## src/include/pll_clk_consts.svh

```systemverilog
`ifndef PLL_CLK_CONSTS_SVH
`define PLL_CLK_CONSTS_SVH

// ==========================================
// timing counts
`define PLLC_LOCK_PERIODS   8'h08
`define PLLC_PERIOD_MAX     8'hFF

// ==========================================
// field codes
`define PLLC_PHASE_W        3
`define PLLC_RATE_CNT       4
`define PLLC_MULT_ONE       8'h01
`define PLLC_PHASE_FULL     3'h7

`endif

```

## src/include/pll_clk_pkg.sv

```systemverilog
`include "pll_clk_consts.svh"

package pll_clk_pkg;

	// ==========================================
	// lock tracking
	typedef enum logic [0:0] {
		LK_ACQUIRE,
		LK_LOCKED
	} lock_state_t;

	// ==========================================
	// rate codes: 0 = x1, 1 = x2, 2 = x4, 3 = x8
	typedef logic [1:0] rate_code_t;

	typedef struct packed {
		logic                         in_prev;
		logic [`PLLC_PHASE_W-1:0]     phase;
		logic [7:0]                   period_cnt;
		logic [7:0]                   match_cnt;
		lock_state_t                  lock_st;
		logic [5:0]                   cfg;
		logic [`PLLC_RATE_CNT-1:0]    clk_en;
		logic                         rate_or_lock;
		logic [7:0]                   vco_mult;
	} state_t;

endpackage : pll_clk_pkg

```

## src/verilog/interpolating_dac_pll_clocking.sv

```systemverilog
`timescale 1ns/10ps
`default_nettype none

`include "pll_clk_consts.svh"

module interpolating_dac_pll_clocking #(
	parameter logic [7:0] LOCK_PERIODS = `PLLC_LOCK_PERIODS
) (
	input  wire logic                          i_clk_sys,
	input  wire logic                          i_sys_rst,
	input  wire logic                          i_converter_clock_input,
	input  wire logic                          i_pll_enable,
	input  wire pll_clk_pkg::rate_code_t       i_interp_sel,
	input  wire pll_clk_pkg::rate_code_t       i_prescale_sel,
	input  wire logic                          i_zero_stuff,
	output logic [`PLLC_RATE_CNT-1:0]          o_clk_en,
	output logic                               o_rate_clock_or_lock_output,
	output logic                               o_lock_status,
	output logic [7:0]                         o_vco_mult
);
	import pll_clk_pkg::*;

	// ==========================================
	// parameter check
	initial begin
		if (LOCK_PERIODS == 8'h00) begin
			$error("LOCK_PERIODS must be at least one");
		end
	end

	state_t s_q;
	state_t s_d;

	logic       in_rise;
	logic       tick;
	logic       cfg_change;
	logic [2:0] shift_amt;
	logic [5:0] cfg_now;
	logic [`PLLC_PHASE_W-1:0] phase_nx;
	logic [`PLLC_RATE_CNT-1:0] en_nx;

	assign in_rise    = i_converter_clock_input & ~s_q.in_prev;
	assign cfg_now    = {i_pll_enable, i_interp_sel, i_prescale_sel, i_zero_stuff};
	assign cfg_change = (cfg_now != s_q.cfg);
	// ratios are powers of two, so the product is one shift
	assign shift_amt  = 3'({1'b0, i_interp_sel}) + 3'({1'b0, i_prescale_sel})
		+ 3'({2'b00, i_zero_stuff});

	// ==========================================
	// fast tick and phase
	// with the PLL off every rising input edge is a converter sample; with it on the
	// system clock stands in for the VCO and the input edge realigns phase
	always_comb begin
		tick     = i_pll_enable ? 1'b1 : in_rise;
		phase_nx = s_q.phase;
		if (i_pll_enable && in_rise) begin
			phase_nx = '0;
		end else if (tick) begin
			phase_nx = s_q.phase + 3'h1;
		end
	end

	// ==========================================
	// aligned clock strobes, all taken from one counter so they never drift
	genvar k;
	generate
		for (k = 0; k < `PLLC_RATE_CNT; k++) begin : g_rate
			localparam logic [2:0] MASK = `PLLC_PHASE_FULL >> k;
			assign en_nx[k] = tick && ((phase_nx & MASK) == 3'h0);
		end
	endgenerate

	// ==========================================
	// next state
	always_comb begin
		s_d          = s_q;
		s_d.in_prev  = i_converter_clock_input;
		s_d.phase    = phase_nx;
		s_d.clk_en   = en_nx;
		s_d.cfg      = cfg_now;
		s_d.vco_mult = `PLLC_MULT_ONE << shift_amt;

		if (s_q.period_cnt != `PLLC_PERIOD_MAX) begin
			s_d.period_cnt = s_q.period_cnt + 8'h01;
		end
		if (in_rise) begin
			s_d.period_cnt = 8'h01;
			// one input period must span exactly the VCO ratio in fast ticks
			if (s_q.period_cnt == s_q.vco_mult) begin
				if (s_q.match_cnt != `PLLC_PERIOD_MAX) begin
					s_d.match_cnt = s_q.match_cnt + 8'h01;
				end
			end else begin
				s_d.match_cnt = 8'h00;
				s_d.lock_st   = LK_ACQUIRE;
			end
		end

		case (s_q.lock_st)
			LK_ACQUIRE: begin
				if (s_d.match_cnt >= LOCK_PERIODS) begin
					s_d.lock_st = LK_LOCKED;
				end
			end
			LK_LOCKED: begin
			end
			default: begin
				s_d.lock_st = LK_ACQUIRE;
			end
		endcase

		// any reconfiguration or a bypassed PLL drops lock
		if (cfg_change || !i_pll_enable) begin
			s_d.lock_st   = LK_ACQUIRE;
			s_d.match_cnt = 8'h00;
		end

		// pin shows lock with the PLL on, the 1x rate clock with it off
		if (i_pll_enable) begin
			s_d.rate_or_lock = (s_d.lock_st == LK_LOCKED);
		end else begin
			s_d.rate_or_lock = ~phase_nx[`PLLC_PHASE_W-1];
		end
	end

	always_ff @(posedge i_clk_sys) begin
		if (i_sys_rst) begin
			s_q <= '0;
		end else begin
			s_q <= s_d;
		end
	end

	// ==========================================
	// outputs
	assign o_clk_en                    = s_q.clk_en;
	assign o_rate_clock_or_lock_output = s_q.rate_or_lock;
	// status has no write path at all, it only mirrors the lock state
	assign o_lock_status               = (s_q.lock_st == LK_LOCKED);
	assign o_vco_mult                  = s_q.vco_mult;

endmodule : interpolating_dac_pll_clocking

`default_nettype wire

```

## config.mk

```make
export PLATFORM = sky130hd
export DESIGN_NAME = interpolating_dac_pll_clocking
export DESIGN_NICKNAME = d
export VERILOG_FILES = /design/src/include/pll_clk_pkg.sv /design/src/verilog/interpolating_dac_pll_clocking.sv
export VERILOG_INCLUDE_DIRS = /design/src /design/src/include
export SDC_FILE = /design/constraint.sdc
export NUM_CORES = 1
export LEC_CHECK = 0
export ABC_AREA = 0
export BUFFER_PORTS_ARGS = -buffer_cell sky130_fd_sc_hd__buf_2
export CAP_MARGIN = 10
export CORE_MARGIN = 3
export CORE_UTILIZATION = 51
export DETAILED_ROUTE_END_ITERATION = 8
export GPL_ROUTABILITY_DRIVEN = 0
export GPL_TIMING_DRIVEN = 1
export PLACE_DENSITY = 0.71
export SLEW_MARGIN = 20
export SYNTH_ARGS = -nofsm -noshare
export SYNTH_HDL_FRONTEND = slang
export SYNTH_SLANG_ARGS = --single-unit
export TNS_END_PERCENT = 10
```

## constraint.sdc

```tcl
create_clock -name i_clk_sys -period 1.41 [get_ports i_clk_sys]
set_clock_uncertainty 0.05 [all_clocks]
set_input_delay 0.141 -clock i_clk_sys [delete_from_list [all_inputs] [get_ports i_clk_sys]]
set_output_delay 0.141 -clock i_clk_sys [all_outputs]
set_load 0.02 [all_outputs]
```

**Yosys cells after proc, flatten, opt, wreduce, memory -nomap -nowiden**

Index checks and enable logic that the tools add are counted.

- Flip-flop bits (word level): 40
- Logic and storage cells: 48
- Output and inout bits: 14
- Bits of input ports: 9

- Magnitude comparators: 1
- Eq/ne operators: 4
- Shift operators: 1
- Reduce and logical (&&, ||, !) cells: 12
- Muxes and demuxes: 12
- Bitwise gates (word level): 3
- $add $sub $neg: 5

Operator list:

| cell | count |
|---|---|
| 8-bit by 1-bit adder with 8-bit output, second input constant | 2 |
| 8-bit 2-to-1 mux | 2 |
| 8-bit inequality test, second input constant | 2 |
| 10-bit 2-to-1 mux | 1 |
| 3-bit logical NOT | 3 |
| 8-bit equality test | 1 |
| 8-bit by 4-bit >= comparator with 1-bit output, second input constant | 1 |
| 1-bit by 3-bit << shifter with 8-bit output, first input constant | 1 |
| 1-bit 2-to-1 mux | 7 |
| 3-bit 2-to-1 mux | 2 |
| 6-bit inequality test | 1 |
| 1-bit logical AND | 4 |
| 2-bit OR reduction | 2 |
| 2-bit by 2-bit adder with 3-bit output | 1 |
| 3-bit by 1-bit adder with 3-bit output | 1 |
| 3-bit by 1-bit adder with 3-bit output, second input constant | 1 |
| 1-bit NOT | 2 |
| 2-bit nonzero test | 1 |
| 1-bit bitwise AND | 1 |
| 1-bit logical NOT | 1 |
| 1-bit logical OR | 1 |

**Longest topological paths before layout**

Gate-level depths: netlist (run 1).

- Depth after elaboration: 9
- Depth in mapped cells: 6
- Depth with buffers taken out: 6

**Least setup slack after synthesis (run 1)**

Ideal clock, no wire load.

- Path kind: flip-flop to flip-flop
- Start: register s_q[28] in the netlist's numbering
- End: register s_q[31] in the netlist's numbering
- Required time: 1239 ps
- Cell stages (with the launch flop): 7
- Arrival time: 1324 ps
- Clock period less this slack: 1495 ps
- Setup time: 121 ps
- Slack: -85 ps
- Buffers on the path: 0
- Cell sequence: dfxtp_1 ha_1 and2_1 nand4_4 and4_1 xnor2_1 nor2_1

- Longest elaborated chain between the ends: 1
- Elaborated cells between the ends (all ways): 2
- Those cells by class: 1 x add/sub; 1 x eq/ne

Ends and longest elaborated chain:

| item | line | text |
|---|---|---|
| start: declaration | interpolating_dac_pll_clocking.sv:31 | `state_t s_q;` |
| start signal: assignment | interpolating_dac_pll_clocking.sv:128 | `s_q <= '0;` |
| start signal: assignment | interpolating_dac_pll_clocking.sv:130 | `s_q <= s_d;` |
| 8-bit by 1-bit adder with 8-bit output or 8-bit inequality test (tied branches) | n/a |  |

Parallel ways exist; a longest one is shown, timed or not.
A chain may end at the register's enable or synchronous reset.

**Final worst setup path (run 1)**

- Start: register s_q[20] in the netlist's numbering
- End: register s_q (netlist bit o_lock_status)

- Longest elaborated chain between the ends: 8
- Elaborated cells between the ends (all ways): 9
- Those cells by class: 1 x add/sub; 1 x order compare; 1 x eq/ne; 6 x mux

Ends and longest elaborated chain:

| item | line | text |
|---|---|---|
| 8-bit by 1-bit adder with 8-bit output or 8-bit inequality test (tied branches) | n/a |  |
| 8-bit 2-to-1 mux | interpolating_dac_pll_clocking.sv:90 | `` if (s_q.match_cnt != `PLLC_PERIOD_MAX) begin `` |
| 8-bit 2-to-1 mux | interpolating_dac_pll_clocking.sv:89 | `if (s_q.period_cnt == s_q.vco_mult) begin` |
| 10-bit 2-to-1 mux * | interpolating_dac_pll_clocking.sv:86 | `if (in_rise) begin` |
| 8-bit by 4-bit >= comparator with 1-bit output * | interpolating_dac_pll_clocking.sv:101 | `if (s_d.match_cnt >= LOCK_PERIODS) begin` |
| 1-bit 2-to-1 mux * | interpolating_dac_pll_clocking.sv:101 |  |
| 1-bit 2-to-1 mux * | interpolating_dac_pll_clocking.sv:99 | `case (s_q.lock_st)` |
| 1-bit 2-to-1 mux * | interpolating_dac_pll_clocking.sv:113 | `if (cfg_change \|\| !i_pll_enable) begin` |

Every way passes the cells marked *; elsewhere a longest branch is shown, timed or not.

==> results of run 1 <==
==> kinds of logic (layout without fill, tap and decap cells) <==
logic type,Yosys count,after routing,share of synthesized area
simple gates,85,85,0.2452
buf+inv,22,70,0.07185
compound gates,22,22,0.07185
xor+xnor,23,23,0.1061
mux,8,8,0.04219
flops,40,40,0.4219
fa+ha+maj,5,5,0.04087
==> how the worst max path moves through the flow <==
stage,end,cells after the start,slack [ns]
2_1_floorplan,o_vco_mult[7],5,-0.04
3_3_place_gp,o_vco_mult[7],6,-0.19
4_1_cts,o_lock_status,6,-0.10
5_1_grt,o_lock_status,6,-0.24
3_5_place_dp,o_vco_mult[7],6,-0.26
6_report,o_lock_status,6,-0.13
==> registers in the layout, summed over array words and instances, names as in the netlist <==
register	cells
o_clk_en	4
o_lock_status	1
o_rate_clock_or_lock_output	1
o_vco_mult	8
s_q	26
==> repair_timing <==
item | in CTS | in global routing
pin swaps | 7 | 5
hold buffers | 1 | 0
hold endpoints to repair | 1 | 0
setup endpoints to repair | 10 | 17
gates resized for setup | 8 | 30
setup buffers | 3 | 0
==> metrics by stage <==
stage	std cells	worst slack, ns	power [uW]	hold WS (ns)	instance area, um2
6_report	299	-0.1317	2485	0.06859	2486
5_1_grt	299	-0.2376	2588	0.06839	2486
4_1_cts	299	-0.1024	2465	0.04945	2382
3_5_place_dp	287	-0.2605	1542	0.2906	2201
2_1_floorplan	205	-0.03548	1469	0.1622	1918
3_3_place_gp	287	-0.1866	1524	0.2887	2201
==> cell type report <==
cell class	instances	area [um2]	area share
well taps	46	57.56	0.02315
flip-flops and latches	40	820.8	0.3301
multi-input cells	143	1099	0.4419
inverters	5	18.77	0.007549
repair buffers	57	379.1	0.1525
clock inverters	3	42.54	0.01711
clock buffers	5	68.82	0.02768
==> per-layer routing <==
metal  part of all wire  vias up  GRT usage
met5                  0        -          0
met4              0.035        0    0.08608
met3              0.061       16    0.05228
met2               0.53       64     0.3779
met1               0.37      716     0.2110
li1                   -      770          -
==> power groups by stage <==
stage / logic, uW / clock network [uW] / registers [uW]
floorplan: 243 / 0 / 1230
global placement: 298 / 0 / 1230
detailed placement: 314 / 0 / 1230
CTS: 318 / 943 / 1200
global route: 375 / 1000 / 1210
finish: 341 / 941 / 1200
==> cells in the final DEF, fill, tap and decap left out, types with 2 or more instances in the layout <==
master    Yosys  layout
nand2b_4      0       2
nor3_2        1       2
nand4_1       3       3
and3_1        6       5
and4_1        2       2
o21ai_1       1       2
and3_4        0       2
nand3_1       3       2
nand2_1      13      13
buf_4        14      33
nor3_1        6       4
inv_1         4       3
xor2_1       10       9
fa_2          0       2
nor2b_1       5       5
a31oi_1       2       2
nor2_1       28      27
dfxtp_4       0       2
xnor2_1      13      12
a21oi_1       9       9
ha_4          0       2
dfxtp_1      40      28
inv_2         1       2
nand2b_1      6       3
mux2i_2       0       4
buf_2         1      22
mux2i_1       8       4
nand3_2       2       2
dfxtp_2       0      10
clkbuf_8      0       5
o21ai_0       5       3
==> worst register-to-register path, cell delays in order, from the launching register on <==
cell	delay [ns]
dfxtp_2	0.35
ha_4	0.15
nand3_4	0.14
nor2_4	0.14
mux2i_2	0.27
nand3b_1	0.15
o21ba_1	0.21
==> results.json, run 1 <==
{
  "fin_ws_ns": -0.1317,
  "io_buffers": 22,
  "antenna_left": 0,
  "clk_pin_slew_worst_paths_ns": 0.08,
  "cts_tree": "built",
  "synth_nets": 219,
  "grt_pass1_vias": 1565,
  "worst_path_largest_cell_delay_ns": 0.35,
  "power_frac_comb": 0.137,
  "hold_viol_final": 0,
  "io_pins": 23,
  "num_antenna_cells": 0,
  "grt_overflow": 0,
  "drt_iter0_drc": 212,
  "synth_edf_count": 0,
  "cp-start-kind": "flop",
  "avgSynthCellArea_um2": 9.259,
  "ys_seq_area_frac": 0.4219,
  "synth.cell_area_mm2": 0.001898,
  "fin_setup_tns_ns": -0.3250,
  "cp_max_fo": 5,
  "critPathKind": "reg -> reg",
  "cts_root_buf": "clkbuf_8",
  "core_area_mm2": 0.003468,
  "ys_top_cells_by_area": "dfxtp_1 (42%), xnor2_1 (6.0%), buf_4 (5.5%)",
  "status": "finished with violations",
  "vias_per_cell": 5.237,
  "leakage_uw": 0.001086,
  "drt-total-wl_um": 4406,
  "violations": "setup timing",
  "yosysWarnings": 0,
  "cp.required_ns": 1.56,
  "insertion_delay_ns": 0.30,
  "grt_pass1_wl_um": 6748,
  "utilization": 0.7168,
  "num-fill-cells": 247,
  "drc": 0,
  "powerDensity_mw_per_mm2": 999.7,
  "slew_headroom": 0.8336,
  "htreeDepth": 2,
  "switchingPower_uw": 638.2,
  "max_freq_ghz": 0.6486,
  "drive_gt1_frac": 0.4308,
  "slew_viol_final": 0,
  "min_from": "i_prescale_sel[1]",
  "startpoint": "s_q[20]",
  "grt_usage": 0.2030,
  "p_int_uw": 1847,
  "fin_crit_sh": 1.093,
  "cts_buffer_depth": 2,
  "setup_viol": 6,
  "r2r_end": "o_lock_status",
  "seqPwrFrac": 0.484,
  "path_delay_family": "simple AND/OR/NAND/NOR gates",
  "synth.most_common_cell": "dfxtp_1",
  "yosysTopAreaCell": "dfxtp_1",
  "synth-main-ff-cell": "dfxtp_1",
  "die_x_um": 67.01,
  "worst_pin_slew_ns": 0.2475,
  "die-area_mm2": 0.004490,
  "crit_chain": "ha_4, nand3_4, nor2_4, mux2i_2, nand3b_1, o21ba_1",
  "rows": 21,
  "firstDrtPassIters": 4,
  "grt_antenna_before_repair": 0,
  "grt_max_degree": 21,
  "synthTopCellsByCount": "dfxtp_1 (40), nor2_1 (28), buf_4 (14)",
  "rsz0062_at_grt": "yes",
  "nNetsFinal": 266,
  "irDropWorstVdd_mv": 0.6721,
  "ys_seq_elements": 40,
  "synth_cells": 205,
  "cap_violations": 0,
  "hold_depth": 3,
  "synth_top_area_frac": 0.4219,
  "synthToLayoutAreaGrowth_pct": 30.98,
  "dr_total_vias": 1566,
  "start_util": 0.5473,
  "die_y_um": 67.01,
  "r2r-start": "s_q[20]",
  "cts.sinks": 40,
  "crit_buf_inv": 0,
  "ys_types": 41,
  "hp-class": "in -> reg",
  "min_to": "s_q[15]",
  "wl_per_cell_um": 14.74,
  "end_kind": "flop",
  "ff2ff_path_depth": 6,
  "pwr-share-clk": 0.379,
  "cts_buffers": 5,
  "dp_hpwl_um": 2980,
  "period_needed_ns": 1.542,
  "synthArstFlopShare": 0,
  "r2r_slack_ns": -0.13,
  "swShare": 0.2568,
  "arrival_ns": 1.69,
  "critPathSlowestCell": "dfxtp_2"
}
No activity file was read; power rests on OpenSTA's default activity.
==> run 2, diff against run 1 <==
--- a/config.mk
+++ b/config.mk
@@ -10,11 +10,12 @@
 export BUFFER_PORTS_ARGS = -buffer_cell sky130_fd_sc_hd__buf_2
 export CAP_MARGIN = 10
 export CORE_MARGIN = 3
-export CORE_UTILIZATION = 51
+export CORE_UTILIZATION = 54
+export CTS_BUF_LIST = sky130_fd_sc_hd__clkbuf_8
 export DETAILED_ROUTE_END_ITERATION = 8
 export GPL_ROUTABILITY_DRIVEN = 0
 export GPL_TIMING_DRIVEN = 1
-export PLACE_DENSITY = 0.71
+export PLACE_DENSITY = 0.75
 export SLEW_MARGIN = 20
 export SYNTH_ARGS = -nofsm -noshare
 export SYNTH_HDL_FRONTEND = slang
==> results.json, run 2 (same netlist as run 1, synthesis figures left out) <==
{
  "violations": "setup timing",
  "slew_viol_final": 0,
  "cp_max_fo": 3,
  "period_needed_ns": 1.509,
  "wl_per_cell_um": 13.26,
  "slew_headroom": 0.7943,
  "firstDrtPassIters": 4,
  "drt_iter0_drc": 54,
  "fin_ws_ns": -0.09855,
  "cp.required_ns": 1.55,
  "grt_overflow": 0,
  "die-area_mm2": 0.004262,
  "grt_pass1_wl_um": 6630,
  "die_y_um": 65.29,
  "wl_met1_um": 1649,
  "grt_max_degree": 21,
  "num_antenna_cells": 0,
  "setup_viol": 3,
  "cts_tree": "built",
  "wl_met2_um": 2008,
  "grt_antenna_before_repair": 0,
  "final_cell_mix": "dfxtp_1 (30), nor2_1 (27), buf_4 (27)",
  "largest-register": "s_q",
  "grt_usage": 0.2025,
  "synthToLayoutAreaGrowth_pct": 23.73,
  "clk_pin_slew_worst_paths_ns": 0.07,
  "antenna_left": 0,
  "dr_total_vias": 1511,
  "largest_reg_flops": 26,
  "dr.max_layer_used": "met4",
  "grt_pass1_vias": 1548,
  "core_area_mm2": 0.003203,
  "hold_viol_final": 0,
  "powerDensity_mw_per_mm2": 975.2,
  "vias_per_cell": 5.192,
  "drive_gt1_frac": 0.3684,
  "end_kind": "flop",
  "insertion_delay_ns": 0.29,
  "io_pins": 23,
  "rsz0062_at_grt": "yes",
  "instances_no_fill": 291,
  "max_freq_ghz": 0.6629,
  "fin_crit_sh": 1.070,
  "wl_met3_um": 142,
  "worst_hold_slack_ns": 0.03932,
  "dp.cells": 279,
  "utilization": 0.7332,
  "hp-class": "in -> reg",
  "worst_pin_slew_ns": 0.3053,
  "status": "finished with violations",
  "final_common_cell": "dfxtp_1",
  "cts_buffer_depth": 2,
  "critPathKind": "reg -> reg",
  "dp_hpwl_um": 2805,
  "drc": 0,
  "arrival_ns": 1.65,
  "r2r_slack_ns": -0.1,
  "rows": 20,
  "irDropWorstVdd_mv": 0.6054,
  "io_buffers": 22,
  "cts_buffers": 5,
  "start_util": 0.5926,
  "die_x_um": 65.29,
  "cap_violations": 0,
  "cp-start-kind": "flop",
  "htreeDepth": 2,
  "leakage_uw": 0.001038,
  "drt-total-wl_um": 3858,
  "cts_root_buf": "clkbuf_8",
  "cts.sinks": 40,
  "nNetsFinal": 260
}
## run 2: critical path: stages, from the launching register on
cell	delay [ns]
dfxtp_2	0.34
buf_4	0.13
and4_1	0.21
nand3_1	0.10
mux2i_1	0.26
nand3b_1	0.13
o21ba_1	0.19
## run 2: final cells by class
| type | instances | area, um2 |
|---|---|---|
| clock buffers | 6 | 82.58 |
| clock inverters | 2 | 10.01 |
| fillers | 251 | 854.6 |
| inverters | 5 | 18.77 |
| multi-input cells | 143 | 1030 |
| flip-flops and latches | 40 | 818.3 |
| well taps | 44 | 55.05 |
| repair buffers | 51 | 334.1 |
## run 2: metal layers
layer / global-route usage / vias up
met5: 0 / -
met4: 0.08290 / 0
met3: 0.05299 / 7
met2: 0.3692 / 25
met1: 0.2200 / 720
li1: - / 759
## run 2: stage by stage
| step | cell area [um2] | setup slack [ns] | TNS, ns | total power, uW |
|---|---|---|---|---|
| 2_1_floorplan | 1918 | -0.03548 | -0.1056 | 1469 |
| 3_3_place_gp | 2153 | -0.1900 | -1.202 | 1519 |
| 3_5_place_dp | 2153 | -0.2585 | -1.669 | 1537 |
| 4_1_cts | 2293 | -0.1088 | -0.2159 | 2301 |
| 5_1_grt | 2349 | -0.1702 | -0.8542 | 2409 |
| 6_report | 2349 | -0.09855 | -0.2321 | 2290 |
## run 2: power breakdown
group,total [uW],leakage [uW],switching (uW),internal [uW]
combinational,318,0.000655,179,139
clock,768,0.0000510,378,390
sequential,1200,0.000332,29.6,1170
total,2290,0.00104,587,1700
## run 2: path summary, 6_finish.rpt
path | startpoint | to | depth (start not counted)
min reg2reg | s_q[32] | s_q[32] | 2
min | i_converter_clock_input | s_q[39] | 2
max reg2reg | s_q[21] | o_lock_status | 6
max | s_q[21] | o_lock_status | 6
## run 2: repair_timing
action,4_1_cts,5_1_grt
endpoints found under the setup margin,11,15
hold buffers,1,0
setup buffers,1,2
gates cloned,0,0
pin swaps,4,6
resized for setup,9,11
hold endpoints to repair,1,0
